File: src/shared/cuc_map.vh
// Offsets, field positions and reset values of the coherency unit control register
`ifndef CUC_MAP_VH
`define CUC_MAP_VH

// Register window
`define CUC_ADDR_W        8
`define CUC_CTRL_OFFSET   8'h00

// Field positions
`define CUC_BIT_UNIT_DIS  0
`define CUC_BIT_FILTER    1
`define CUC_BIT_PARITY    2
`define CUC_BIT_SPEC      3
`define CUC_BIT_PORT0     4
`define CUC_BIT_UNIT_GATE 5
`define CUC_BIT_INTC_GATE 6

// Implemented width and reset value; the filter bit is replaced by a strap
`define CUC_CTRL_W        7
`define CUC_CTRL_RESET    7'h01
`define CUC_RSVD_W        25

// Request sources: four processors, then the accelerator port
`define CUC_NCPU          4
`define CUC_NSRC          5
`define CUC_CPU_ID_W      2

// Cache attribute code for noncacheable bufferable traffic
`define CUC_CACHE_W       4
`define CUC_CACHE_NC_BUF  4'h1

// One-hot state codes
`define CUC_ST_RUN        2'h1
`define CUC_ST_GATED      2'h2
`define CUC_LF_IDLE       2'h1
`define CUC_LF_WAIT       2'h2

`endif

File: src/rtl/cuc_ctrl_reg.v
// Coherency unit control register with standby, routing and linefill control
`include "cuc_map.vh"

module cuc_ctrl_reg (
  mclk,
  nrst,
  clkEn,
  regSel,
  regWr,
  regRd,
  regAddr,
  regByteEn,
  regWdata,
  regNonSecure,
  regCpuId,
  regRdata,
  sacBits,
  snsacBits,
  filterEnableIn,
  irqPending,
  cpuReqOutstanding,
  cpuWfi,
  unitBusy,
  accelArValid,
  accelAwValid,
  accelWValid,
  accelArReadyCore,
  accelAwReadyCore,
  accelWReadyCore,
  accelReadAddrReady,
  accelWriteAddrReady,
  accelWriteDataReady,
  intcClkRun,
  unitClkRun,
  srcValid,
  srcCache,
  srcFilterHit,
  srcPortOne,
  fillReq,
  fillReady,
  lookupDone,
  lookupMiss,
  l2SpecFill,
  l2ConfirmFill,
  unitEnable,
  parityEnable,
  filterActive
);
  parameter PARITY_IMPL = 1;
  parameter DUAL_MASTER = 1;

  input  wire                                  mclk;
  input  wire                                  nrst;
  input  wire                                  clkEn;
  input  wire                                  regSel;
  input  wire                                  regWr;
  input  wire                                  regRd;
  input  wire [`CUC_ADDR_W-1:0]                regAddr;
  input  wire [3:0]                            regByteEn;
  input  wire [31:0]                           regWdata;
  input  wire                                  regNonSecure;
  input  wire [`CUC_CPU_ID_W-1:0]              regCpuId;
  output reg  [31:0]                           regRdata;
  input  wire [`CUC_NCPU-1:0]                  sacBits;
  input  wire [`CUC_NCPU-1:0]                  snsacBits;
  input  wire                                  filterEnableIn;
  input  wire                                  irqPending;
  input  wire [`CUC_NCPU-1:0]                  cpuReqOutstanding;
  input  wire [`CUC_NCPU-1:0]                  cpuWfi;
  input  wire                                  unitBusy;
  input  wire                                  accelArValid;
  input  wire                                  accelAwValid;
  input  wire                                  accelWValid;
  input  wire                                  accelArReadyCore;
  input  wire                                  accelAwReadyCore;
  input  wire                                  accelWReadyCore;
  output wire                                  accelReadAddrReady;
  output wire                                  accelWriteAddrReady;
  output wire                                  accelWriteDataReady;
  output wire                                  intcClkRun;
  output wire                                  unitClkRun;
  input  wire [`CUC_NSRC-1:0]                  srcValid;
  input  wire [`CUC_NSRC*`CUC_CACHE_W-1:0]     srcCache;
  input  wire [`CUC_NSRC-1:0]                  srcFilterHit;
  output wire [`CUC_NSRC-1:0]                  srcPortOne;
  input  wire                                  fillReq;
  output wire                                  fillReady;
  input  wire                                  lookupDone;
  input  wire                                  lookupMiss;
  output wire                                  l2SpecFill;
  output wire                                  l2ConfirmFill;
  output wire                                  unitEnable;
  output wire                                  parityEnable;
  output wire                                  filterActive;

  // Stored fields; bits above the implemented width do not exist
  reg  [`CUC_CTRL_W-1:0] ctrl_q;
  reg  [`CUC_CTRL_W-1:0] ctrl_d;
  reg                    strapDone_q;
  wire [`CUC_CTRL_W-1:0] ctrlView;
  wire [`CUC_CTRL_W-1:0] wrMask;
  wire                   hit;
  wire                   wrAllowed;
  wire                   wrTake;
  wire                   allWfi;
  wire                   accelReq;
  wire                   unitGated;
  // Decoded conditions and named field views
  wire [`CUC_CTRL_W-1:0] wrNext;
  reg  [31:0]            rdNext;
  wire                   secureOk;
  wire                   nonSecureOk;
  wire                   intcIdle;
  wire                   intcWake;
  wire                   unitIdle;
  wire                   unitWake;
  wire                   intcGateBit;
  wire                   unitGateBit;
  wire                   port0Bit;
  wire                   specBit;
  wire [2:0]             readyCore;
  wire [2:0]             readyOut;

  // Decode: one register at offset zero
  assign hit = regSel && (regAddr == `CUC_CTRL_OFFSET);

  // Secure writes need the core's secure bit, non-secure ones both bits
  assign secureOk    = sacBits[regCpuId];
  assign nonSecureOk = secureOk && snsacBits[regCpuId];
  assign wrAllowed   = regNonSecure ? nonSecureOk : secureOk;
  assign wrTake      = hit && regWr && regByteEn[0] && wrAllowed;

  // Fields absent from the build cannot be written
  assign wrMask = {{(`CUC_CTRL_W-3){1'b1}},
                   (PARITY_IMPL != 0),
                   (DUAL_MASTER != 0),
                   1'b1};

  // Per-bit write merge; a field the build lacks keeps its stored value
  genvar b;
  generate
    for (b = 0; b < `CUC_CTRL_W; b = b + 1) begin : g_field
      assign wrNext[b] = wrMask[b] ? regWdata[b] : ctrl_q[b];
    end
  endgenerate

  // Next value; only byte lane zero carries implemented bits
  always @* begin
    ctrl_d = ctrl_q;
    if (!strapDone_q) begin
      // First enabled edge after release takes the filter strap
      ctrl_d[`CUC_BIT_FILTER] = filterEnableIn && (DUAL_MASTER != 0);
    end else if (wrTake) begin
      ctrl_d = wrNext;
    end
  end

  // Reset takes constants only; the strap is caught afterwards
  always @(posedge mclk or negedge nrst) begin
    if (!nrst) begin
      ctrl_q      <= `CUC_CTRL_RESET;
      strapDone_q <= 1'b0;
    end else if (clkEn) begin
      ctrl_q      <= ctrl_d;
      strapDone_q <= 1'b1;
    end
  end

  // Read view forces unbuilt fields to zero
  assign ctrlView = ctrl_q & wrMask;

  // Read mux; unmapped offsets and reserved bits read zero
  always @* begin
    rdNext = 32'h00000000;
    if (hit) begin
      rdNext = {{`CUC_RSVD_W{1'b0}}, ctrlView};
    end
  end

  // Read data registered so it holds until the next read
  always @(posedge mclk or negedge nrst) begin
    if (!nrst) begin
      regRdata <= 32'h00000000;
    end else if (clkEn) begin
      if (regSel && regRd) begin
        regRdata <= rdNext;
      end
    end
  end

  // Named views of the control fields used below
  assign intcGateBit = ctrlView[`CUC_BIT_INTC_GATE];
  assign unitGateBit = ctrlView[`CUC_BIT_UNIT_GATE];
  assign port0Bit    = ctrlView[`CUC_BIT_PORT0];
  assign specBit     = ctrlView[`CUC_BIT_SPEC];

  // Field outputs; bit zero is a disable bit as printed
  assign unitEnable   = !ctrlView[`CUC_BIT_UNIT_DIS];
  assign parityEnable = ctrlView[`CUC_BIT_PARITY];
  assign filterActive = ctrlView[`CUC_BIT_FILTER];

  // Interrupt controller idles with nothing pending and no core access
  assign intcIdle = !irqPending && !(|cpuReqOutstanding);
  assign intcWake = !intcIdle;

  // Interrupt controller standby
  cuc_standby u_intcStandby (
    .mclk       (mclk),
    .nrst       (nrst),
    .clkEn      (clkEn),
    .gateEnable (intcGateBit),
    .idle       (intcIdle),
    .wake       (intcWake),
    .clkRun     (intcClkRun),
    .gated      ()
  );

  // Unit standby: waits for all cores idle and no port traffic
  assign allWfi   = &cpuWfi;
  assign accelReq = accelArValid || accelAwValid || accelWValid;

  // Unit idles once every core waits and port and pipeline are quiet; any
  // port request wakes it, trading one lost cycle for a simple wake path
  assign unitIdle = allWfi && !accelReq && !unitBusy;
  assign unitWake = !allWfi || accelReq;

  cuc_standby u_unitStandby (
    .mclk       (mclk),
    .nrst       (nrst),
    .clkEn      (clkEn),
    .gateEnable (unitGateBit),
    .idle       (unitIdle),
    .wake       (unitWake),
    .clkRun     (unitClkRun),
    .gated      (unitGated)
  );

  // Ready stays low while the standby state is gated, after the clock restarts; a request
  // raises wake, so the port loses at most the cycle of arrival
  assign readyCore = {accelWReadyCore, accelAwReadyCore, accelArReadyCore};
  genvar r;
  generate
    for (r = 0; r < 3; r = r + 1) begin : g_ready
      assign readyOut[r] = readyCore[r] && !unitGated;
    end
  endgenerate

  // Port readies in read address, write address, write data order
  assign accelReadAddrReady  = readyOut[0];
  assign accelWriteAddrReady = readyOut[1];
  assign accelWriteDataReady = readyOut[2];

  // Per-source routing: forced device traffic beats filtering
  genvar s;
  generate
    for (s = 0; s < `CUC_NSRC; s = s + 1) begin : g_route
      wire ncBuf;
      wire forceZero;
      wire filterRoute;
      // Noncacheable bufferable code marks device-type traffic
      assign ncBuf         = (srcCache[s*`CUC_CACHE_W +: `CUC_CACHE_W] == `CUC_CACHE_NC_BUF);
      assign forceZero     = port0Bit && ncBuf;
      assign filterRoute   = srcValid[s] && filterActive && srcFilterHit[s];
      assign srcPortOne[s] = filterRoute && !forceZero;
    end
  endgenerate

  // Speculative linefill; only meaningful with a matching level-two cache
  cuc_linefill u_linefill (
    .mclk          (mclk),
    .nrst          (nrst),
    .clkEn         (clkEn),
    .specEnable    (specBit),
    .fillReq       (fillReq),
    .fillReady     (fillReady),
    .lookupDone    (lookupDone),
    .lookupMiss    (lookupMiss),
    .l2SpecFill    (l2SpecFill),
    .l2ConfirmFill (l2ConfirmFill)
  );
endmodule

File: src/rtl/cuc_linefill.v
// Speculative linefill sequencer toward the level-2 controller
`include "cuc_map.vh"

module cuc_linefill (
  mclk,
  nrst,
  clkEn,
  specEnable,
  fillReq,
  fillReady,
  lookupDone,
  lookupMiss,
  l2SpecFill,
  l2ConfirmFill
);
  input  wire mclk;
  input  wire nrst;
  input  wire clkEn;
  input  wire specEnable;
  input  wire fillReq;
  output wire fillReady;
  input  wire lookupDone;
  input  wire lookupMiss;
  output wire l2SpecFill;
  output wire l2ConfirmFill;

  localparam LF_IDLE = `CUC_LF_IDLE;
  localparam LF_WAIT = `CUC_LF_WAIT;

  reg [1:0] state_q;
  reg [1:0] state_d;

  // One speculative fill in flight; waits for its tag lookup result
  always @* begin
    state_d = state_q;
    case (state_q)
      LF_IDLE: begin
        if (l2SpecFill) begin
          state_d = LF_WAIT;
        end
      end
      LF_WAIT: begin
        if (lookupDone) begin
          state_d = LF_IDLE;
        end
      end
      default: begin
        state_d = LF_IDLE;
      end
    endcase
  end

  always @(posedge mclk or negedge nrst) begin
    if (!nrst) begin
      state_q <= LF_IDLE;
    end else if (clkEn) begin
      state_q <= state_d;
    end
  end

  // Disabled: every request passes and nothing is sent speculatively
  assign fillReady     = !specEnable || (state_q == LF_IDLE);
  assign l2SpecFill    = specEnable && fillReq && (state_q == LF_IDLE);
  assign l2ConfirmFill = (state_q == LF_WAIT) && lookupDone && lookupMiss;
endmodule

File: src/rtl/cuc_standby.v
// Clock standby controller: gates a clock when idle, restarts it on wake
`include "cuc_map.vh"

module cuc_standby (
  mclk,
  nrst,
  clkEn,
  gateEnable,
  idle,
  wake,
  clkRun,
  gated
);
  input  wire mclk;
  input  wire nrst;
  input  wire clkEn;
  input  wire gateEnable;
  input  wire idle;
  input  wire wake;
  output wire clkRun;
  output wire gated;

  localparam ST_RUN   = `CUC_ST_RUN;
  localparam ST_GATED = `CUC_ST_GATED;

  reg [1:0] state_q;
  reg [1:0] state_d;

  // Next state; clearing the enable leaves the gated state at the next enabled edge
  always @* begin
    state_d = state_q;
    case (state_q)
      ST_RUN: begin
        if (gateEnable && idle && !wake) begin
          state_d = ST_GATED;
        end
      end
      ST_GATED: begin
        if (!gateEnable || wake) begin
          state_d = ST_RUN;
        end
      end
      default: begin
        state_d = ST_RUN;
      end
    endcase
  end

  always @(posedge mclk or negedge nrst) begin
    if (!nrst) begin
      state_q <= ST_RUN;
    end else if (clkEn) begin
      state_q <= state_d;
    end
  end

  // Wake and disable restart the clock combinationally; gated clears only at the next enabled edge
  assign gated  = (state_q == ST_GATED);
  assign clkRun = !gated || wake || !gateEnable;
endmodule

File: config.mk
export PLATFORM = sky130hd
export DESIGN_NAME = cuc_ctrl_reg
export DESIGN_NICKNAME = d
export VERILOG_FILES = /design/src/rtl/cuc_ctrl_reg.v /design/src/rtl/cuc_linefill.v /design/src/rtl/cuc_standby.v
export VERILOG_INCLUDE_DIRS = /design/src /design/src/shared
export SDC_FILE = /design/constraint.sdc
export NUM_CORES = 1
export LEC_CHECK = 0
export BUFFER_PORTS_ARGS = -buffer_cell sky130_fd_sc_hd__buf_4
export CELL_PAD_IN_SITES_DETAIL_PLACEMENT = 2
export CELL_PAD_IN_SITES_GLOBAL_PLACEMENT = 2
export CORE_AREA = 2 2 93 95
export CTS_CLUSTER_DIAMETER = 120
export CTS_CLUSTER_SIZE = 10
export DETAILED_ROUTE_END_ITERATION = 10
export DIE_AREA = 0 0 95 97
export PLACE_DENSITY_LB_ADDON = 0.12
export SLEW_MARGIN = 30
export SYNTH_ARGS = -nofsm -noshare
export SYNTH_HDL_FRONTEND = slang
export SYNTH_SLANG_ARGS = --single-unit
File: constraint.sdc
create_clock -name mclk -period 3.8 [get_ports mclk]
set_clock_uncertainty 0.15 [all_clocks]
set_input_delay 0.76 -clock mclk [delete_from_list [all_inputs] [get_ports mclk]]
set_output_delay 0.76 -clock mclk [all_outputs]
set_load 0.03 [all_outputs]
==> results.sh, run 1 <==
export IMPL_fmax_ghz=0.3351
export IMPL_rsz0062_at_grt="no"
export IMPL_critical_path_max_fanout=2
export IMPL_start_util_pct=16.77
export IMPL_period_share_pct=78.53
export IMPL_worst_skew_pair_late_latency_ps=260
export IMPL_htree_levels=1
export IMPL_gp_congestion=0.6664
export IMPL_power_leakage_nw=1.109
export IMPL_wl_per_cell_um=14.17
export IMPL_synth_area_leaders="dfrtp_1 31%, buf_4 14%, dfstp_2 7.7%, a22o_1 5.1%, mux2_2 5.0%"
export IMPL_fin_hold_ws_ps=222.8
export IMPL_cts_setup_buffers=0
export IMPL_ir_worst_vdd_uv=149.8
export IMPL_portBuffers=105
export IMPL_cts_path_max_buffers=2
export IMPL_numCtsBuffers=3
export IMPL_outcome="completed"
export IMPL_fin_crit_ps=2984
export IMPL_syn_inst=143
export IMPL_core_rowCount=33
export IMPL_layout_commonest_cell="buf_4"
export IMPL_ys_seq_area_share_pct=38.90
export IMPL_crit_path_end_kind="output pin"
export IMPL_drtPass1Iterations=3
export IMPL_antenna_found_initial=0
export IMPL_arrival_ps=2070
export IMPL_cts_clk_slew_worst_paths_ps=80
export IMPL_syn_area_per_cell_um2=9.537
export IMPL_synth_async_reset_ratio_pct=100.0
export IMPL_grt_overflow=0
export IMPL_crit_required_ps=2890
export IMPL_synth_top_area_share_pct=31.19
export IMPL_cts_tree="yes"
export IMPL_die_w_um=95
export IMPL_io_pins=159
export IMPL_cts_sinks=21
export IMPL_drtIter0Drc=20
export IMPL_layout_cells_non_filler=355
export IMPL_slew_headroom_pct=43.98
export IMPL_cts_hold_buffers=0
export IMPL_tns_ps=0
export IMPL_grt_max_degree=22
export IMPL_hp_class="in2async"
export IMPL_synth_edf_count=0
export IMPL_ys_ff_latch=21
export IMPL_fin_nets=362
export IMPL_synthToLayoutAreaGrowth_pct=63.39
export IMPL_ys_types=31
export IMPL_p_total_uw=501.5
export IMPL_vias=1458
export IMPL_ctsResizeCount=0
export IMPL_power_density_nw_per_um2=225.0
export IMPL_finalMaxSlewViolations=0
export IMPL_worstMarginPinSlew_ps=833.4
export IMPL_core_area_um2=8134
export IMPL_synth_area_um2=1364
export IMPL_grt_pass1_wl_um=7893
export IMPL_synth_ff_type="dfrtp_1"
export IMPL_vias_per_cell=4.107
export IMPL_critPathKind="in2out"
export IMPL_cts_root_buf="clkbuf_8"
export IMPL_final_cell_mix="105 x buf_4, 25 x conb_1, 17 x dfrtp_1, 10 x nand3_1, 10 x a21oi_1"
export IMPL_antenna_left=0
export IMPL_die_y_um=97
export IMPL_startpoint_type="primary input"
export IMPL_drive_gt1_share_pct=49.60
export IMPL_yosysWarnings=0
export IMPL_setup_viol=0
export IMPL_drt_wl_total_um=5032
export IMPL_hold_violations=0
export IMPL_die_area_um2=9215
export IMPL_grtUsageTotal_pct=10.91
export IMPL_synth_largest_area_cell="dfrtp_1"
export IMPL_cap_violations=0
export IMPL_drc=0
export IMPL_placed_cells=351
export IMPL_grt_pass1_vias=1597
export IMPL_dp_hpwl_um=4287
export IMPL_diodes=0
-- critical path, cell delays in order --
cell,delay [ps]
buf_4,110
or4b_2,660
nor4_1,270
nand2_1,100
buf_4,180
-- cell type report --
class                      count  area, um2
sequential                    21      530.5
multi-input combinational    113      705.7
inverter                       7      26.28
tap                          105      131.4
clock inverter                 1      5.005
clock buffer                   3      41.29
timing repair buffer         105      788.3
fill                         958       5906
-- synthesized netlist by cell type (3+ instances only) --
master    count
a21oi_1      10
a22o_1        8
and2_1        3
buf_4        25
dfrtp_1      17
dfstp_2       4
inv_1         7
mux2_2        6
nand2_1       8
nand2b_1      5
nand3_1      10
nand4_1       3
nor2b_1       5
nor4_1        3
nor4b_1       5
o21ai_0       5
o221ai_1      3
-- kinds of logic after synthesis --
logic type,synth area share (%)
AND/OR/NAND/NOR,26.24
multiplexers,4.954
buffers and inverters,15.96
flip-flops,38.90
other,0.2750
AO/OA/AOI/OAI,13.67
-- worst paths after layout --
| kind | start | end | slack, ps | cells past startpoint |
|---|---|---|---|---|
| worst min register to register | regRdata[1]$_DFFE_PN0P_ | regRdata[1]$_DFFE_PN0P_ | 370 | 1 |
| worst max register to register | ctrlView[6]$_DFFE_PN0P_ | u_intcStandby.state_q[1]$_DFFE_PN0P_ | 2100 | 4 |
| worst min-delay path | nrst | regRdata[5]$_DFFE_PN0P_ | 220 | 1 |
| worst max-delay path | cpuReqOutstanding[3] | intcClkRun | 820 | 5 |
| min in group mclk | regRdata[1]$_DFFE_PN0P_ | regRdata[1]$_DFFE_PN0P_ | 370 | 1 |
| max in group asynchronous | nrst | ctrlView[0]$_DFFE_PN1P_ | 3000 | 1 |
-- where the power goes --
group,switching (mW),internal (mW),leakage [nW]
Sequential,0.000466,0.224,0.274
Clock,0.0754,0.0731,0.0255
Combinational,0.0661,0.0625,0.809
-- per-stage QoR --
stage | area, um2 | setup slack [ps] | util, %
final | 2228 | 816.0 | 27.40
after global routing | 2228 | 697.0 | 27.40
after CTS | 2228 | 785.7 | 27.40
after detailed placement | 2182 | 783.7 | 26.83
after global placement | 2182 | 781.2 | 26.83
after floorplan | 1454 | 1012 | -
-- flip-flops by register name, indices dropped and copies added (netlist names) --
| signal | count |
|---|---|
| u_intcStandby.state_q | 2 |
| u_unitStandby.state_q | 2 |
| ctrlView | 7 |
| u_linefill.state_q | 2 |
| strapDone_q | 1 |
| regRdata | 7 |
-- per-layer routing --
metal / vias up / part of all wire [%] / GRT usage [%]
met4: 0 / 0.50 / 1.672
li1: 686 / - / -
met3: 2 / 9.5 / 3.271
met5: - / 0 / 0
met1: 691 / 39 / 13.04
met2: 79 / 51 / 19.37
(Power assumes the default switching activity.)
==> inputs of run 2 (changes only) <==
--- a/config.mk
+++ b/config.mk
@@ -9,11 +9,11 @@
 export BUFFER_PORTS_ARGS = -buffer_cell sky130_fd_sc_hd__buf_4
 export CELL_PAD_IN_SITES_DETAIL_PLACEMENT = 2
 export CELL_PAD_IN_SITES_GLOBAL_PLACEMENT = 2
-export CORE_AREA = 2 2 93 95
+export CORE_AREA = 2 2 102 104
 export CTS_CLUSTER_DIAMETER = 120
 export CTS_CLUSTER_SIZE = 10
 export DETAILED_ROUTE_END_ITERATION = 10
-export DIE_AREA = 0 0 95 97
+export DIE_AREA = 0 0 104 106
 export PLACE_DENSITY_LB_ADDON = 0.12
 export SLEW_MARGIN = 30
 export SYNTH_ARGS = -nofsm -noshare
==> constraint.sdc (replaced) <==
create_clock -name mclk -period 2.6 [get_ports mclk]
set_clock_uncertainty 0.15 [all_clocks]
set_input_delay 0.52 -clock mclk [delete_from_list [all_inputs] [get_ports mclk]]
set_output_delay 0.52 -clock mclk [all_outputs]
set_load 0.03 [all_outputs]
==> results.sh, run 2 (synthesis results as in run 1) <==
export IMPL_outcome="completed"
export IMPL_grt_pass1_wl_um=8459
export IMPL_io_pins=159
export IMPL_crit_required_ps=1930
export IMPL_grt_max_degree=22
export IMPL_antenna_found_initial=0
export IMPL_core_rowCount=37
export IMPL_hp_class="in2reg"
export IMPL_path_depth=5
export IMPL_power_leakage_nw=1.122
export IMPL_crit_path_end_kind="output pin"
export IMPL_drtPass1Iterations=3
export IMPL_critPathTopFamily="simple AND/OR/NAND/NOR gates"
export IMPL_r2r_cells=4
export IMPL_core_area_um2=10000
export IMPL_p_clk_share_pct=29.4
export IMPL_ir_worst_vdd_uv=155.7
export IMPL_drive_gt1_share_pct=49.80
export IMPL_rsz0062_at_grt="no"
export IMPL_n_fill_cell=1204
export IMPL_hold_path_depth=2
export IMPL_fin_crit_ps=2433
export IMPL_cap_violations=0
export IMPL_wl_met2_um=2419
export IMPL_utilization_pct=22.97
export IMPL_drt_wl_total_um=5295
export IMPL_cts_sinks=21
export IMPL_arrival_ps=1760
export IMPL_fmax_ghz=0.4110
export IMPL_drtIter0Drc=18
export IMPL_hold_violations=0
export IMPL_grt_overflow=0
export IMPL_antenna_left=0
export IMPL_grtUsageTotal_pct=9.670
export IMPL_crit_top_cell="buf_4"
export IMPL_synthToLayoutAreaGrowth_pct=68.44
export IMPL_dp_hpwl_um=4512
export IMPL_vias_per_cell=3.771
export IMPL_finalMaxSlewViolations=0
export IMPL_switchingPower_uw=206.4
export IMPL_setup_viol=0
export IMPL_fin_nets=365
export IMPL_cp_num_buf_inv=2
export IMPL_final_cell_mix="107 x buf_4, 25 x conb_1, 17 x dfrtp_1, 10 x nand3_1, 10 x a21oi_1"
export IMPL_period_share_pct=93.59
export IMPL_drc=0
export IMPL_die_y_um=106
export IMPL_swShare_pct=28.07
export IMPL_wl_per_cell_um=13.61
export IMPL_numCtsBuffers=3
export IMPL_die_area_um2=11020
export IMPL_gp_congestion=0.6668
export IMPL_startpoint_type="primary input"
export IMPL_critical_path_max_fanout=2
export IMPL_power_density_nw_per_um2=320.1
export IMPL_cts_tree="yes"
export IMPL_layout_commonest_cell="buf_4"
export IMPL_layout_cells_non_filler=389
export IMPL_tns_ps=0
export IMPL_dp_worst_setup_slack_ps=44.98
export IMPL_die_w_um=104
export IMPL_critPathKind="in2out"
export IMPL_cp_cell_sequence="buf_4 -> or4b_2 -> nor4_2 -> nand2_1 -> buf_4"
export IMPL_cts_clk_slew_worst_paths_ps=80
export IMPL_wl_met3_um=549
export IMPL_placed_cells=384
export IMPL_vias=1467
export IMPL_cts_setup_buffers=0
export IMPL_cts_path_max_buffers=2
export IMPL_fin_hold_ws_ps=337.5
export IMPL_fin_ws_ps=166.7
export IMPL_seq_power_share_pct=44.6
export IMPL_p_int_uw=528.9
export IMPL_routed_top_layer="met4"
export IMPL_diodes=0
export IMPL_max_stage_delay_ps=670
export IMPL_crit_slowest_cell="or4b_2"
export IMPL_htree_levels=1
export IMPL_wl_met1_um=2308
export IMPL_worst_skew_pair_late_latency_ps=260
export IMPL_grt_pass1_vias=1561
export IMPL_p_comb_share_pct=26.0
export IMPL_portBuffers=105
export IMPL_start_util_pct=13.64
export IMPL_cts_root_buf="clkbuf_8"
[run 2: area by class of cell]
class / count / area (um2) / area share, %
tap: 136 / 170.2 / 7.407
clock buffer: 4 / 45.04 / 1.961
inverter: 7 / 26.28 / 1.144
multi-input combinational: 113 / 711.9 / 30.99
sequential: 21 / 530.5 / 23.09
timing repair buffer: 108 / 813.3 / 35.40
[run 2: what timing repair did]
action	in CTS	in global routing
gates resized for setup	0	1
hold buffers	1	0
setup endpoints to repair	0	1
hold endpoints to repair	13	0
[run 2: stage by stage]
| step | total power [mW] | cell area (um2) |
|---|---|---|
| global route | 0.7794 | 2297 |
| CTS | 0.7508 | 2291 |
| detailed placement | 0.5262 | 2236 |
| global placement | 0.5241 | 2236 |
| floorplan | 0.4395 | 1454 |
| finish | 0.7352 | 2297 |
[run 2: path summary, 6_finish.rpt]
check / from / end / slack [ps]
hold reg to reg: regRdata[2]$_DFFE_PN0P_ / regRdata[2]$_DFFE_PN0P_ / 360
min in group asynchronous: nrst / u_intcStandby.state_q[1]$_DFFE_PN0P_ / 530
hold / removal: regWdata[4] / ctrlView[4]$_DFFE_PN0P_ / 340
setup reg to reg: ctrlView[6]$_DFFE_PN0P_ / u_intcStandby.state_q[1]$_DFFE_PN0P_ / 990
setup / recovery: cpuReqOutstanding[3] / intcClkRun / 170
max in group asynchronous: nrst / ctrlView[0]$_DFFE_PN1P_ / 1480
[run 2: power groups by stage]
stage	clock [mW]	combinational, mW	sequential, mW
global placement	0	0.190	0.334
CTS	0.229	0.194	0.328
global route	0.243	0.208	0.328
finish	0.216	0.191	0.328
floorplan	0	0.105	0.334
detailed placement	0	0.192	0.334
[run 2: routing by layer]
layer / GRT usage (%) / vias up
met1: 12.07 / 684
met3: 4.108 / 2
met5: 0 / -
li1: - / 688
met2: 16.02 / 93
met4: 1.158 / 0
==> inputs of run 3 (changes only) <==
--- a/config.mk
+++ b/config.mk
@@ -15,6 +15,7 @@
 export DETAILED_ROUTE_END_ITERATION = 10
 export DIE_AREA = 0 0 104 106
 export PLACE_DENSITY_LB_ADDON = 0.12
+export REMOVE_ABC_BUFFERS = 1
 export SLEW_MARGIN = 30
 export SYNTH_ARGS = -nofsm -noshare
 export SYNTH_HDL_FRONTEND = slang
==> results.sh, run 3 (synthesis results as in run 1) <==
export IMPL_grtUsageTotal_pct=9.644
export IMPL_p_total_uw=741.4
export IMPL_tns_ps=0
export IMPL_startpoint="cpuReqOutstanding[3]"
export IMPL_start_util_pct=13.64
export IMPL_cp_num_buf_inv=2
export IMPL_fmax_ghz=0.4098
export IMPL_critPathKind="in2out"
export IMPL_crit_top_cell="buf_4"
export IMPL_cts_clk_slew_worst_paths_ps=80
export IMPL_drtPass1Iterations=3
export IMPL_cts_root_buf="clkbuf_8"
export IMPL_drc=0
export IMPL_placed_cells=384
export IMPL_timing_rr_start="ctrlView[6]$_DFFE_PN0P_"
export IMPL_drive_gt1_share_pct=49.80
export IMPL_htree_levels=1
export IMPL_core_rowCount=37
export IMPL_vias=1477
export IMPL_drtIter0Drc=19
export IMPL_setup_viol=0
export IMPL_dp_hpwl_um=4394
export IMPL_vias_per_cell=3.797
export IMPL_crit_slowest_cell="or4b_2"
export IMPL_die_y_um=106
export IMPL_dp_worst_setup_slack_ps=52.68
export IMPL_drt_wl_total_um=5228
export IMPL_regToRegSetupSlack_ps=940
export IMPL_utilization_pct=22.97
export IMPL_crit_required_ps=1930
export IMPL_antenna_left=0
export IMPL_path_depth=5
export IMPL_startpoint_type="primary input"
export IMPL_fin_crit_ps=2440
export IMPL_hold_violations=0
export IMPL_fin_nets=365
export IMPL_crit_path_end_kind="output pin"
export IMPL_diodes=0
export IMPL_wl_per_cell_um=13.44
export IMPL_outcome="completed"
export IMPL_final_area_um2=2297
export IMPL_cp_cell_sequence="buf_4 -> or4b_2 -> nor4_2 -> nand2_1 -> buf_4"
export IMPL_numCtsBuffers=3
export IMPL_endpoint="intcClkRun"
export IMPL_fin_ws_ps=159.6
export IMPL_worst_skew_pair_late_latency_ps=260
export IMPL_antenna_found_initial=0
export IMPL_critPathTopFamily="simple AND/OR/NAND/NOR gates"
export IMPL_rsz0062_at_grt="no"
export IMPL_layout_cells_non_filler=389
export IMPL_synthToLayoutAreaGrowth_pct=68.44
export IMPL_fin_hold_ws_ps=335.0
export IMPL_cts_tree="yes"
export IMPL_hp_class="in2reg"
export IMPL_power_density_nw_per_um2=322.7
export IMPL_grt_pass1_vias=1618
export IMPL_hold_path_depth=2
export IMPL_cts_sinks=21
export IMPL_cap_violations=0
export IMPL_layout_commonest_cell="buf_4"
export IMPL_ir_worst_vdd_uv=175.3
export IMPL_cts_path_max_buffers=2
export IMPL_io_pins=159
export IMPL_grt_pass1_wl_um=8528
export IMPL_dpl_instance_area_um2=2236
export IMPL_final_cell_mix="107 x buf_4, 25 x conb_1, 17 x dfrtp_1, 10 x nand3_1, 10 x a21oi_1"
export IMPL_die_area_um2=11020
export IMPL_period_share_pct=93.86
export IMPL_critical_path_max_fanout=2
export IMPL_cts_setup_buffers=0
export IMPL_arrival_ps=1770
export IMPL_r2r_cells=4
export IMPL_core_area_um2=10000
export IMPL_gp_congestion=0.6667
export IMPL_portBuffers=105
export IMPL_power_leakage_nw=1.122
export IMPL_grt_overflow=0
export IMPL_finalMaxSlewViolations=0
export IMPL_rr_endpoint="u_intcStandby.state_q[1]$_DFFE_PN0P_"
export IMPL_die_w_um=104
export IMPL_grt_max_degree=22
export IMPL_max_stage_delay_ps=670
## run 3: area by class of cell
type	instances	area [um2]
Clock buffer	4	45.04
Fill cell	1182	7702
Inverter	7	26.28
Tap cell	136	170.2
Multi-Input combinational cell	113	711.9
Timing Repair Buffer	108	813.3
Sequential cell	21	530.5
## run 3: how the worst min path moves through the flow
stage,slack (ps),start,end
6_report,330,regWdata[3],ctrlView[3]$_DFFE_PN0P_
5_1_grt,320,regWdata[2],ctrlView[2]$_DFFE_PN0P_
4_1_cts,330,regWdata[4],ctrlView[4]$_DFFE_PN0P_
3_5_place_dp,290,nrst,u_linefill.state_q[1]$_DFFE_PN0P_
3_3_place_gp,290,nrst,u_linefill.state_q[1]$_DFFE_PN0P_
2_1_floorplan,70,nrst,ctrlView[1]$_DFFE_PN0P_
## run 3: power breakdown
part           internal (mW)  total [mW]  switching, mW
clock network          0.109       0.222          0.113
registers              0.327       0.328       0.000692
logic                 0.0924       0.191         0.0989
total                  0.529       0.741          0.212
## run 3: routing by layer
| metal | part of all wire, % | GRT usage (%) | vias to the layer above |
|---|---|---|---|
| met3 | 9.9 | 3.863 | 0 |
| li1 | - | - | 692 |
| met4 | 0 | 1.448 | 0 |
| met5 | 0 | 0 | - |
| met2 | 48 | 16.87 | 91 |
| met1 | 42 | 11.36 | 694 |
## run 3: what timing repair did
| action | CTS | global route |
|---|---|---|
| setup endpoints to repair | 0 | 1 |
| endpoints found under the hold margin | 17 | 0 |
| hold buffers | 1 | 0 |
| resized for setup | 0 | 1 |
